===== config.mk =====
export PLATFORM = sky130hd
export DESIGN_NAME = spc_chan_ctrl
export DESIGN_NICKNAME = d
export VERILOG_FILES = /design/src/spc_pkg.sv /design/src/spc_float_timer.sv /design/src/spc_chan_ctrl.sv
export SDC_FILE = /design/constraint.sdc
export NUM_CORES = 1
export LEC_CHECK = 0
export BUFFER_PORTS_ARGS = -buffer_cell sky130_fd_sc_hd__buf_2
export CAP_MARGIN = 0
export CORE_MARGIN = 4
export CORE_UTILIZATION = 27
export DETAILED_ROUTE_END_ITERATION = 12
export PLACE_DENSITY = 0.61
export SKIP_LAST_GASP = 1
export SYNTH_ARGS = -nofsm -noshare
export SYNTH_HDL_FRONTEND = slang
export SYNTH_SLANG_ARGS = --single-unit

===== constraint.sdc =====
create_clock -name clk_i -period 2.3 [get_ports clk_i]
set_input_delay 0.23 -clock clk_i [delete_from_list [all_inputs] [get_ports clk_i]]
set_output_delay 0.23 -clock clk_i [all_outputs]
set_load 0.005 [all_outputs]

===== src/spc_pkg.sv =====
package spc_pkg;
   localparam logic [7:0] SPC_CMD_DESEL = 8'h02;
   localparam logic [7:0] SPC_CMD_CH_EN = 8'h03;
   localparam logic [7:0] SPC_CMD_CH_DIS = 8'h04;
   localparam logic [7:0] SPC_CMD_CH_RST = 8'h05;
   localparam logic [7:0] SPC_RSP_FLAG = 8'h80;
   localparam logic [4:0] SPC_PKG_CHAN = 5'h1F;
   localparam logic [15:0] SPC_RSP_OK = 16'h0000;
   localparam logic [15:0] SPC_REASON_NONE = 16'h0000;
   localparam int SPC_CLK_HZ = 25000000;
   localparam int SPC_FLOAT_NS = 2000;
   localparam int SPC_FLOAT_CYC_RAW = (SPC_FLOAT_NS * (SPC_CLK_HZ / 1000000)) / 1000;
   localparam int SPC_FLOAT_CYC = (SPC_FLOAT_CYC_RAW < 1) ? 1 : SPC_FLOAT_CYC_RAW;
   localparam int SPC_MAX_CHAN = 4;

   typedef struct packed {
      logic [7:0] code;
      logic [7:0] iid;
      logic [2:0] pkg_id;
      logic [4:0] chan_id;
      logic permit_link_drop;
   } spc_cmd_t;

   typedef struct packed {
      logic [7:0] code;
      logic [7:0] iid;
      logic [2:0] pkg_id;
      logic [4:0] chan_id;
      logic [15:0] rsp_code;
      logic [15:0] reason;
   } spc_rsp_t;

   typedef enum logic [1:0] {
      SPC_ST_IDLE = 2'b00,
      SPC_ST_RESP = 2'b01,
      SPC_ST_FLOAT = 2'b11
   } spc_state_t;
endpackage


===== src/spc_float_timer.sv =====
`timescale 1ns/100ps
`default_nettype none
module spc_float_timer
   import spc_pkg::*;
#(
   parameter int CYCLES = SPC_FLOAT_CYC
) (
   input wire logic clk_i,
   input wire logic arst_n_i,
   input wire logic start_i,
   output logic busy_o,
   output logic done_o
);
   localparam int CW = $clog2(CYCLES + 1);
   localparam logic [CW-1:0] LOAD = CW'(CYCLES - 1);
   logic [CW-1:0] cnt_reg;
   logic busy_reg;
   logic done_reg;

   // Down counter; done pulses for one cycle as busy falls, CYCLES cycles after start
   always_ff @(posedge clk_i or negedge arst_n_i) begin
      if (!arst_n_i) begin
         cnt_reg <= '0;
         busy_reg <= 1'b0;
         done_reg <= 1'b0;
      end else begin
         done_reg <= 1'b0;
         if (start_i) begin
            cnt_reg <= LOAD;
            busy_reg <= 1'b1;
         end else if (busy_reg) begin
            if (cnt_reg == '0) begin
               busy_reg <= 1'b0;
               done_reg <= 1'b1;
            end else begin
               cnt_reg <= cnt_reg - 1'b1;
            end
         end
      end
   end
   assign busy_o = busy_reg;
   assign done_o = done_reg;
endmodule // spc_float_timer
`default_nettype wire


===== src/spc_chan_ctrl.sv =====
// Operation
// - Deselect stops transmit and floats outputs
// - Deselect targets package, channel field 0x1F
// - Deselected only after response and float
// - Float outputs within deselect-to-float interval
// - Shared buffers: one deselect blocks all channels
// - Deselect response always leads to deselected; a deselect to channel 0-3 is answered 0x82 and the package stays selected
// - Deselect command: header, checksum, padding
// - Response: header, codes, checksum, padding
// - Enable lets pass-through and events flow
// - Enable command: header, checksum, padding
// - Enable response code 0x83
// - Disable stops pass-through and event flow
// - Queued packets may still drain after disable
// - Disable carries permit_link_drop flag bit
// - Disable response code 0x84
// - Reset returns channel to Initial State
// - Reset command: header, reserved, checksum, padding
// - Reset response code 0x85
// - Any other addressed command reselects package
// - Selected stays so until deselect or reset-all; here only deselect and arst_n_i clear it, not all_initial_i or a package reset
`timescale 1ns/100ps
`default_nettype none
module spc_chan_ctrl
   import spc_pkg::*;
#(
   parameter int NCHAN = SPC_MAX_CHAN,
   parameter int FLOAT_CYC = SPC_FLOAT_CYC,
   parameter logic [2:0] PKG_ID = 3'h0
) (
   input wire logic clk_i,
   input wire logic arst_n_i,
   input wire logic cmd_valid_i,
   input wire spc_cmd_t cmd_i,
   output logic cmd_ready_o,
   output logic rsp_valid_o,
   output spc_rsp_t rsp_o,
   input wire logic rsp_ready_i,
   input wire logic rsp_sent_i,
   input wire logic all_initial_i,
   input wire logic [NCHAN-1:0] queue_busy_i,
   output logic selected_o,
   output logic buf_oe_o,
   output logic [NCHAN-1:0] chan_en_o,
   output logic [NCHAN-1:0] flow_gate_o,
   output logic [NCHAN-1:0] permit_link_drop_o,
   output logic [NCHAN-1:0] chan_reset_o,
   output logic [NCHAN-1:0] initial_state_o
);
   spc_state_t state_reg, state_next;
   spc_rsp_t rsp_reg, rsp_next;
   logic rsp_valid_reg, rsp_valid_next;
   logic sel_reg, sel_next;
   logic oe_reg, oe_next;
   logic [NCHAN-1:0] en_reg, en_next;
   logic [NCHAN-1:0] ald_reg, ald_next;
   logic [NCHAN-1:0] init_reg, init_next;
   logic [NCHAN-1:0] rst_reg, rst_next;
   logic [NCHAN-1:0] gate_reg;
   logic ready_reg;
   logic timer_start, timer_busy, timer_done;
   logic is_desel_pending, is_rst_pending;
   logic [NCHAN-1:0] rst_mask;

   // Channel index decode, used for every channel-addressed command
   function automatic logic [NCHAN-1:0] chan_onehot(input logic [4:0] ch);
      logic [NCHAN-1:0] v;
      v = '0;
      for (int i = 0; i < NCHAN; i++) begin
         if (ch == 5'(i)) begin
            v[i] = 1'b1;
         end
      end
      return v;
   endfunction

   // Decode of the incoming command
   wire logic take = cmd_valid_i && cmd_ready_o;
   wire logic for_pkg = (cmd_i.pkg_id == PKG_ID);
   wire logic is_pkg_cmd = (cmd_i.chan_id == SPC_PKG_CHAN);
   wire logic [NCHAN-1:0] ch_hot = chan_onehot(cmd_i.chan_id);
   wire logic ch_ok = is_pkg_cmd || (ch_hot != '0);
   wire logic accept = take && for_pkg && ch_ok;
   // Framer has already checked header and checksum; only the fields we act on arrive
   wire logic is_desel = (cmd_i.code == SPC_CMD_DESEL) && is_pkg_cmd;
   wire logic is_en = (cmd_i.code == SPC_CMD_CH_EN);
   wire logic is_dis = (cmd_i.code == SPC_CMD_CH_DIS);
   wire logic is_rst = (cmd_i.code == SPC_CMD_CH_RST);
   wire logic rsp_done = rsp_valid_reg && rsp_ready_i;

   // Command ready only while idle so one response pairs with one command;
   // registered from the next-state values so it keeps the same timing
   wire logic ready_next = (state_next == SPC_ST_IDLE) && !rsp_valid_next;
   assign cmd_ready_o = ready_reg;

   // Response builder and sequencing
   always_comb begin
      state_next = state_reg;
      rsp_next = rsp_reg;
      rsp_valid_next = rsp_valid_reg;
      sel_next = sel_reg;
      oe_next = oe_reg;
      en_next = en_reg;
      ald_next = ald_reg;
      init_next = init_reg;
      rst_next = '0;
      timer_start = 1'b0;
      if (all_initial_i) begin
         init_next = '1;
      end
      case (state_reg)
         SPC_ST_IDLE: begin
            if (accept) begin
               rsp_next.code = cmd_i.code | SPC_RSP_FLAG;
               rsp_next.iid = cmd_i.iid;
               rsp_next.pkg_id = cmd_i.pkg_id;
               rsp_next.chan_id = cmd_i.chan_id;
               rsp_next.rsp_code = SPC_RSP_OK;
               rsp_next.reason = SPC_REASON_NONE;
               rsp_valid_next = 1'b1;
               oe_next = 1'b1;
               state_next = SPC_ST_RESP;
               if (!is_desel) begin
                  sel_next = 1'b1;
               end
               if (is_en) begin
                  en_next = en_reg | ch_hot;
               end
               if (is_dis) begin
                  en_next = en_reg & ~ch_hot;
                  ald_next = (ald_reg & ~ch_hot) | ({NCHAN{cmd_i.permit_link_drop}} & ch_hot);
               end
            end
         end
         SPC_ST_RESP: begin
            if (rsp_done) begin
               rsp_valid_next = 1'b0;
            end
            if (rsp_sent_i || (rsp_done && !is_desel_pending)) begin
               state_next = SPC_ST_IDLE;
               if (is_desel_pending) begin
                  oe_next = 1'b0;
                  timer_start = 1'b1;
                  state_next = SPC_ST_FLOAT;
               end
               if (is_rst_pending) begin
                  rst_next = rst_mask;
                  init_next = init_reg | rst_mask;
                  en_next = en_reg & ~rst_mask;
                  ald_next = ald_reg & ~rst_mask;
               end
            end
         end
         SPC_ST_FLOAT: begin
            if (timer_done) begin
               sel_next = 1'b0;
               state_next = SPC_ST_IDLE;
            end
         end
         default: begin
            state_next = SPC_ST_IDLE;
         end
      endcase
   end

   // Pending command kind, held while the response is out
   always_ff @(posedge clk_i or negedge arst_n_i) begin
      if (!arst_n_i) begin
         is_desel_pending <= 1'b0;
         is_rst_pending <= 1'b0;
         rst_mask <= '0;
      end else if (accept) begin
         is_desel_pending <= is_desel;
         is_rst_pending <= is_rst;
         rst_mask <= is_pkg_cmd ? '1 : ch_hot;
      end
   end

   // Any accepted channel command clears Initial State of its channel; package commands clear none
   wire logic [NCHAN-1:0] clr_init = accept ? (is_pkg_cmd ? '0 : ch_hot) : '0;

   // Main state registers
   always_ff @(posedge clk_i or negedge arst_n_i) begin
      if (!arst_n_i) begin
         state_reg <= SPC_ST_IDLE;
         rsp_reg <= '0;
         rsp_valid_reg <= 1'b0;
         sel_reg <= 1'b0;
         oe_reg <= 1'b0;
         en_reg <= '0;
         ald_reg <= '0;
         init_reg <= '1;
         rst_reg <= '0;
         ready_reg <= 1'b1;
      end else begin
         ready_reg <= ready_next;
         state_reg <= state_next;
         rsp_reg <= rsp_next;
         rsp_valid_reg <= rsp_valid_next;
         sel_reg <= sel_next;
         oe_reg <= oe_next;
         en_reg <= en_next;
         ald_reg <= ald_next;
         init_reg <= init_next & ~(clr_init & ~rst_next); // clear wins, except over a reset pulse
         rst_reg <= rst_next;
      end
   end

   // Flow gate: enabled channels send; shared buffers block all when deselected.
   // Queued packets of a disabled channel may drain; reset keeps sending until response.
   always_ff @(posedge clk_i or negedge arst_n_i) begin
      if (!arst_n_i) begin
         gate_reg <= '0;
      end else begin
         // A draining channel keeps its gate only while its queue holds packets
         gate_reg <= ({NCHAN{sel_next && oe_next}}) &
            (en_next | (gate_reg & queue_busy_i & ~rst_next));
      end
   end

   spc_float_timer #(
      .CYCLES(FLOAT_CYC)
   ) u_timer (
      .clk_i(clk_i),
      .arst_n_i(arst_n_i),
      .start_i(timer_start),
      .busy_o(timer_busy),
      .done_o(timer_done)
   );

   assign rsp_valid_o = rsp_valid_reg;
   assign rsp_o = rsp_reg;
   assign selected_o = sel_reg;
   assign buf_oe_o = oe_reg;
   assign chan_en_o = en_reg;
   assign flow_gate_o = gate_reg;
   assign permit_link_drop_o = ald_reg;
   assign chan_reset_o = rst_reg;
   assign initial_state_o = init_reg;

   // Checks on the command sequencing
   a_float_after_resp: assert property (@(posedge clk_i) disable iff (!arst_n_i)
      (state_reg == SPC_ST_RESP && is_desel_pending && rsp_sent_i) |=> !oe_reg)
      else $error("outputs not floated after deselect response");
   a_desel_needs_float: assert property (@(posedge clk_i) disable iff (!arst_n_i)
      $fell(sel_reg) |-> !oe_reg && $past(state_reg) == SPC_ST_FLOAT)
      else $error("deselected without float");
   a_desel_timing: assert property (@(posedge clk_i) disable iff (!arst_n_i)
      $rose(timer_busy) |-> ##[1:1000] !sel_reg)
      else $error("deselect never completed");
   a_no_send_float: assert property (@(posedge clk_i) disable iff (!arst_n_i)
      !oe_reg |-> flow_gate_o == '0)
      else $error("traffic while floated");
   a_resp_code: assert property (@(posedge clk_i) disable iff (!arst_n_i)
      accept |=> rsp_valid_o && rsp_o.code == ($past(cmd_i.code) | SPC_RSP_FLAG))
      else $error("wrong response code");
   a_resp_iid: assert property (@(posedge clk_i) disable iff (!arst_n_i)
      accept |=> rsp_o.iid == $past(cmd_i.iid))
      else $error("instance id not echoed");
   a_reselect: assert property (@(posedge clk_i) disable iff (!arst_n_i)
      (accept && !is_desel) |=> selected_o)
      else $error("package not reselected");
   a_enable_sets: assert property (@(posedge clk_i) disable iff (!arst_n_i)
      (accept && is_en) |=> (chan_en_o & $past(ch_hot)) == $past(ch_hot))
      else $error("channel not enabled");
   a_disable_clears: assert property (@(posedge clk_i) disable iff (!arst_n_i)
      (accept && is_dis) |=> (chan_en_o & $past(ch_hot)) == '0)
      else $error("channel not disabled");
   a_reset_initial: assert property (@(posedge clk_i) disable iff (!arst_n_i)
      (chan_reset_o != '0) |-> (initial_state_o & chan_reset_o) == chan_reset_o)
      else $error("reset left channel outside initial state");

   c_deselect: cover property (@(posedge clk_i) disable iff (!arst_n_i) $fell(sel_reg));
   c_enable: cover property (@(posedge clk_i) disable iff (!arst_n_i) accept && is_en);
   c_disable_ald: cover property (@(posedge clk_i) disable iff (!arst_n_i)
      accept && is_dis && cmd_i.permit_link_drop);
   c_reset: cover property (@(posedge clk_i) disable iff (!arst_n_i) chan_reset_o != '0);
endmodule // spc_chan_ctrl
`default_nettype wire


==> flow_metrics.py <==
metrics = {
    "sta": {
        "finalHoldViolations": 0,
        "fin_setup_tns_ns": 0,
        "clock.fmax_ghz": 0.481,
        "setup_ws_ns": 0.220,
        "fin_skew_ns": 0.00576,
        "finalSetupViolations": 0,
        "holdWs_ns": 0.104,
        "finalCriticalPeriod_ns": 2.08,
        "rsz0062_at_grt": "false",
        "slew_viol_final": 0,
        "period_share_pct": 90.4,
    },
    "detailed_routing": {
        "antenna_left": 0,
        "routed_wl_um": 8090,
        "wl_met1_um": 3620,
        "drt-pass1-iter-count": 4,
        "wl_per_cell_um": 14.3,
        "top_layer": "met4",
        "wl_met2_um": 3700,
        "vias": 2629,
        "viasPerCell": 4.63,
        "wl_met3_um": 545,
        "route.detailed.drc": 0,
        "first_iter_violations": 106,
    },
    "critical_path": {
        "rr_startpoint": "state_reg[1]",
        "critical_path_class": "reg -> reg",
        "crit_cells": 7,
        "reg2regPathDepth": 7,
        "slowest_delay_ns": 0.44,
        "cp_max_fo": 13,
        "worstPathArrival_ns": 2.33,
        "ff2ff_setup_slack_ns": 0.22,
        "path_buf_inv": 2,
        "worst_path_max_delay_cell": "ha_1",
        "startpoint_type": "register",
        "worst_setup_path_end_kind": "register",
        "reg2reg_to": "flow_gate_o[1]",
        "cp-startpoint": "state_reg[1]",
        "cp.required_ns": 2.55,
        "crit_path_end": "flow_gate_o[1]",
        "crit_chain": "inv_1 > ha_1 > nand3_1 > buf_4 > nor4_1 > o22ai_1 > a21oi_1",
        "critPathTopFamily": "simple AND/OR/NAND/NOR gates",
    },
    "final_layout": {
        "drive_gt1_share_pct": 27.8,
        "fin_nets": 460,
        "syn2layout_area_growth_pct": 26.4,
        "final_area_um2": 3950,
        "instances_no_fill": 568,
        "fillers": 1164,
        "final_util_pct": 34.8,
        "largest_register_ffs": 24,
        "num_antenna_cells": 0,
    },
    "clock_tree": {
        "cts-resized-gates": 0,
        "clock_latency_ns": 0.32,
        "cts_buffers": 9,
        "cts_buffer_depth": 2,
        "cts.sink_count": 64,
        "cts_hold_buf": 1,
        "post-cts-setup-buffers": 0,
        "clk_pin_slew_ns": 0.06,
        "htree_levels": 3,
        "cts_tree": "yes",
        "root_buffer": "clkbuf_16",
    },
    "placement": {
        "gp_congestion": 0.910,
        "port_buffers": 82,
        "dp_hpwl_um": 6190,
        "pre_cts_slack_ns": 0.231,
        "placedCellCount": 551,
        "placed_area_um2": 3600,
    },
    "worst_hold_path": {
        "hp-class": "in -> reg",
        "hold_start": "cmd_i[10]",
    },
    "synthesis": {
        "synthFlopType": "dfrtp_1",
        "synth_top_area_share_pct": 47.2,
        "synth_cell_types": 50,
        "ys_ff_latch": 64,
        "yosys_warnings": 0,
        "synthArstFlopShare_pct": 100,
        "synth_enable_flop_cells": 0,
        "syn_avg_cell_area_um2": 9.45,
        "synth.top_cells.by_area": "dfrtp_1 47%, nand2_1 9.7%, buf_4 7.9%",
        "ys_seq_area_share_pct": 51.4,
        "synthTopCellsByCount": "81 x nand2_1, 59 x dfrtp_1, 33 x buf_4",
        "synth.most_common_cell": "nand2_1",
        "syn_area_um2": 3130,
        "synth_top_area_cell": "dfrtp_1",
        "synth_cells": 331,
    },
    "power": {
        "peakVddDrop_v": 0.000426,
        "clkPwrFrac_pct": 46.3,
        "power_mw": 3.36,
        "power_frac_seq_pct": 38.8,
        "intPower_mw": 2.50,
        "p_sw_uw": 864,
        "leakage_nw": 2.07,
        "p_comb_share_pct": 14.9,
        "swShare_pct": 25.7,
        "p_per_area_nw_per_um2": 851,
    },
    "grt": {
        "grt_pass1_vias": 2538,
        "antenna_found_initial": 0,
        "track_usage_pct": 12.2,
        "grt_pass1_wl_um": 12800,
        "grt_start_max_net_pins": 65,
        "globalRouteOverflowTotal": 0,
    },
    "job": {
        "cap_violations": 0,
    },
    "floorplan": {
        "die_x_um": 116,
        "io_pins": 115,
        "die_y_um": 116,
        "row_count": 39,
        "initial_utilization_pct": 27.5,
        "core_um2": 11400,
        "die-area_um2": 13400,
    },
    "status": {
        "status": "finished clean",
    },
}
[area by class of cell]
| type | count | area [µm²] | share of cell area (%) |
|---|---|---|---|
| clock inverters | 7 | 120 | 3.04 |
| flip-flops and latches | 64 | 1610 | 40.7 |
| clock buffers | 9 | 225 | 5.70 |
| multi-input cells | 243 | 1290 | 32.7 |
| well taps | 143 | 179 | 4.53 |
| inverters | 13 | 48.8 | 1.23 |
| repair buffers | 89 | 478 | 12.1 |
[placed cells by master (no fill, tap or decap), drive strengths merged, types with 7 or more instances in the layout]
| cell | Yosys | layout |
|---|---|---|
| a21oi | 13 | 13 |
| buf | 38 | 88 |
| clkbuf | 4 | 9 |
| conb | 1 | 32 |
| dfrtp | 59 | 59 |
| inv | 13 | 13 |
| nand2 | 81 | 81 |
| nand3 | 10 | 10 |
| nor2 | 19 | 19 |
| nor4 | 7 | 7 |
| o21ai | 11 | 11 |
| o22ai | 8 | 8 |
[power groups by stage]
stage | clock network, mW | logic (mW) | registers, mW
after global placement | 0 | 0.493 | 1.32
after CTS | 1.59 | 0.505 | 1.31
final | 1.56 | 0.501 | 1.31
after floorplan | 0 | 0.303 | 1.32
after global routing | 1.64 | 0.565 | 1.32
after detailed placement | 0 | 0.500 | 1.33
[how the worst min path moves through the flow]
| stage | slack, ns | cells past startpoint | to |
|---|---|---|---|
| after floorplan | -0.07 | 0 | asynchronous set/reset pin |
| after global placement | 0.27 | 2 | rsp_o[37] |
| after detailed placement | 0.27 | 2 | rsp_o[39] |
| after CTS | 0.09 | 3 | rsp_o[40] |
| after global routing | 0.1 | 3 | rsp_o[40] |
| final | 0.10 | 3 | rsp_o[41] |
[cell families (layout without fill, tap and decap cells)]
logic type	count (synthesis)	after routing	share of synthesized area (%)
compound gates	60	60	13.0
fa+ha+maj	5	5	2.00
buf+inv	55	118	11.0
flops	64	64	51.4
mux	1	1	0.320
other cells	1	32	0.120
simple gates	145	145	22.2
[metal layers]
layer | up-vias | GRT usage [%]
met2 | 109 | 18.3
met1 | 1254 | 16.4
met3 | 20 | 3.86
met5 | - | 0
met4 | 0 | 4.72
li1 | 1246 | -
[worst register-to-register path, stage by stage, from the launching register on]
cell	delay (ns)
dfrtp_1	0.39
inv_1	0.12
ha_1	0.44
nand3_1	0.15
buf_4	0.19
nor4_1	0.38
o22ai_1	0.18
a21oi_1	0.15
Note: power is estimated with default switching activity, not from simulation.
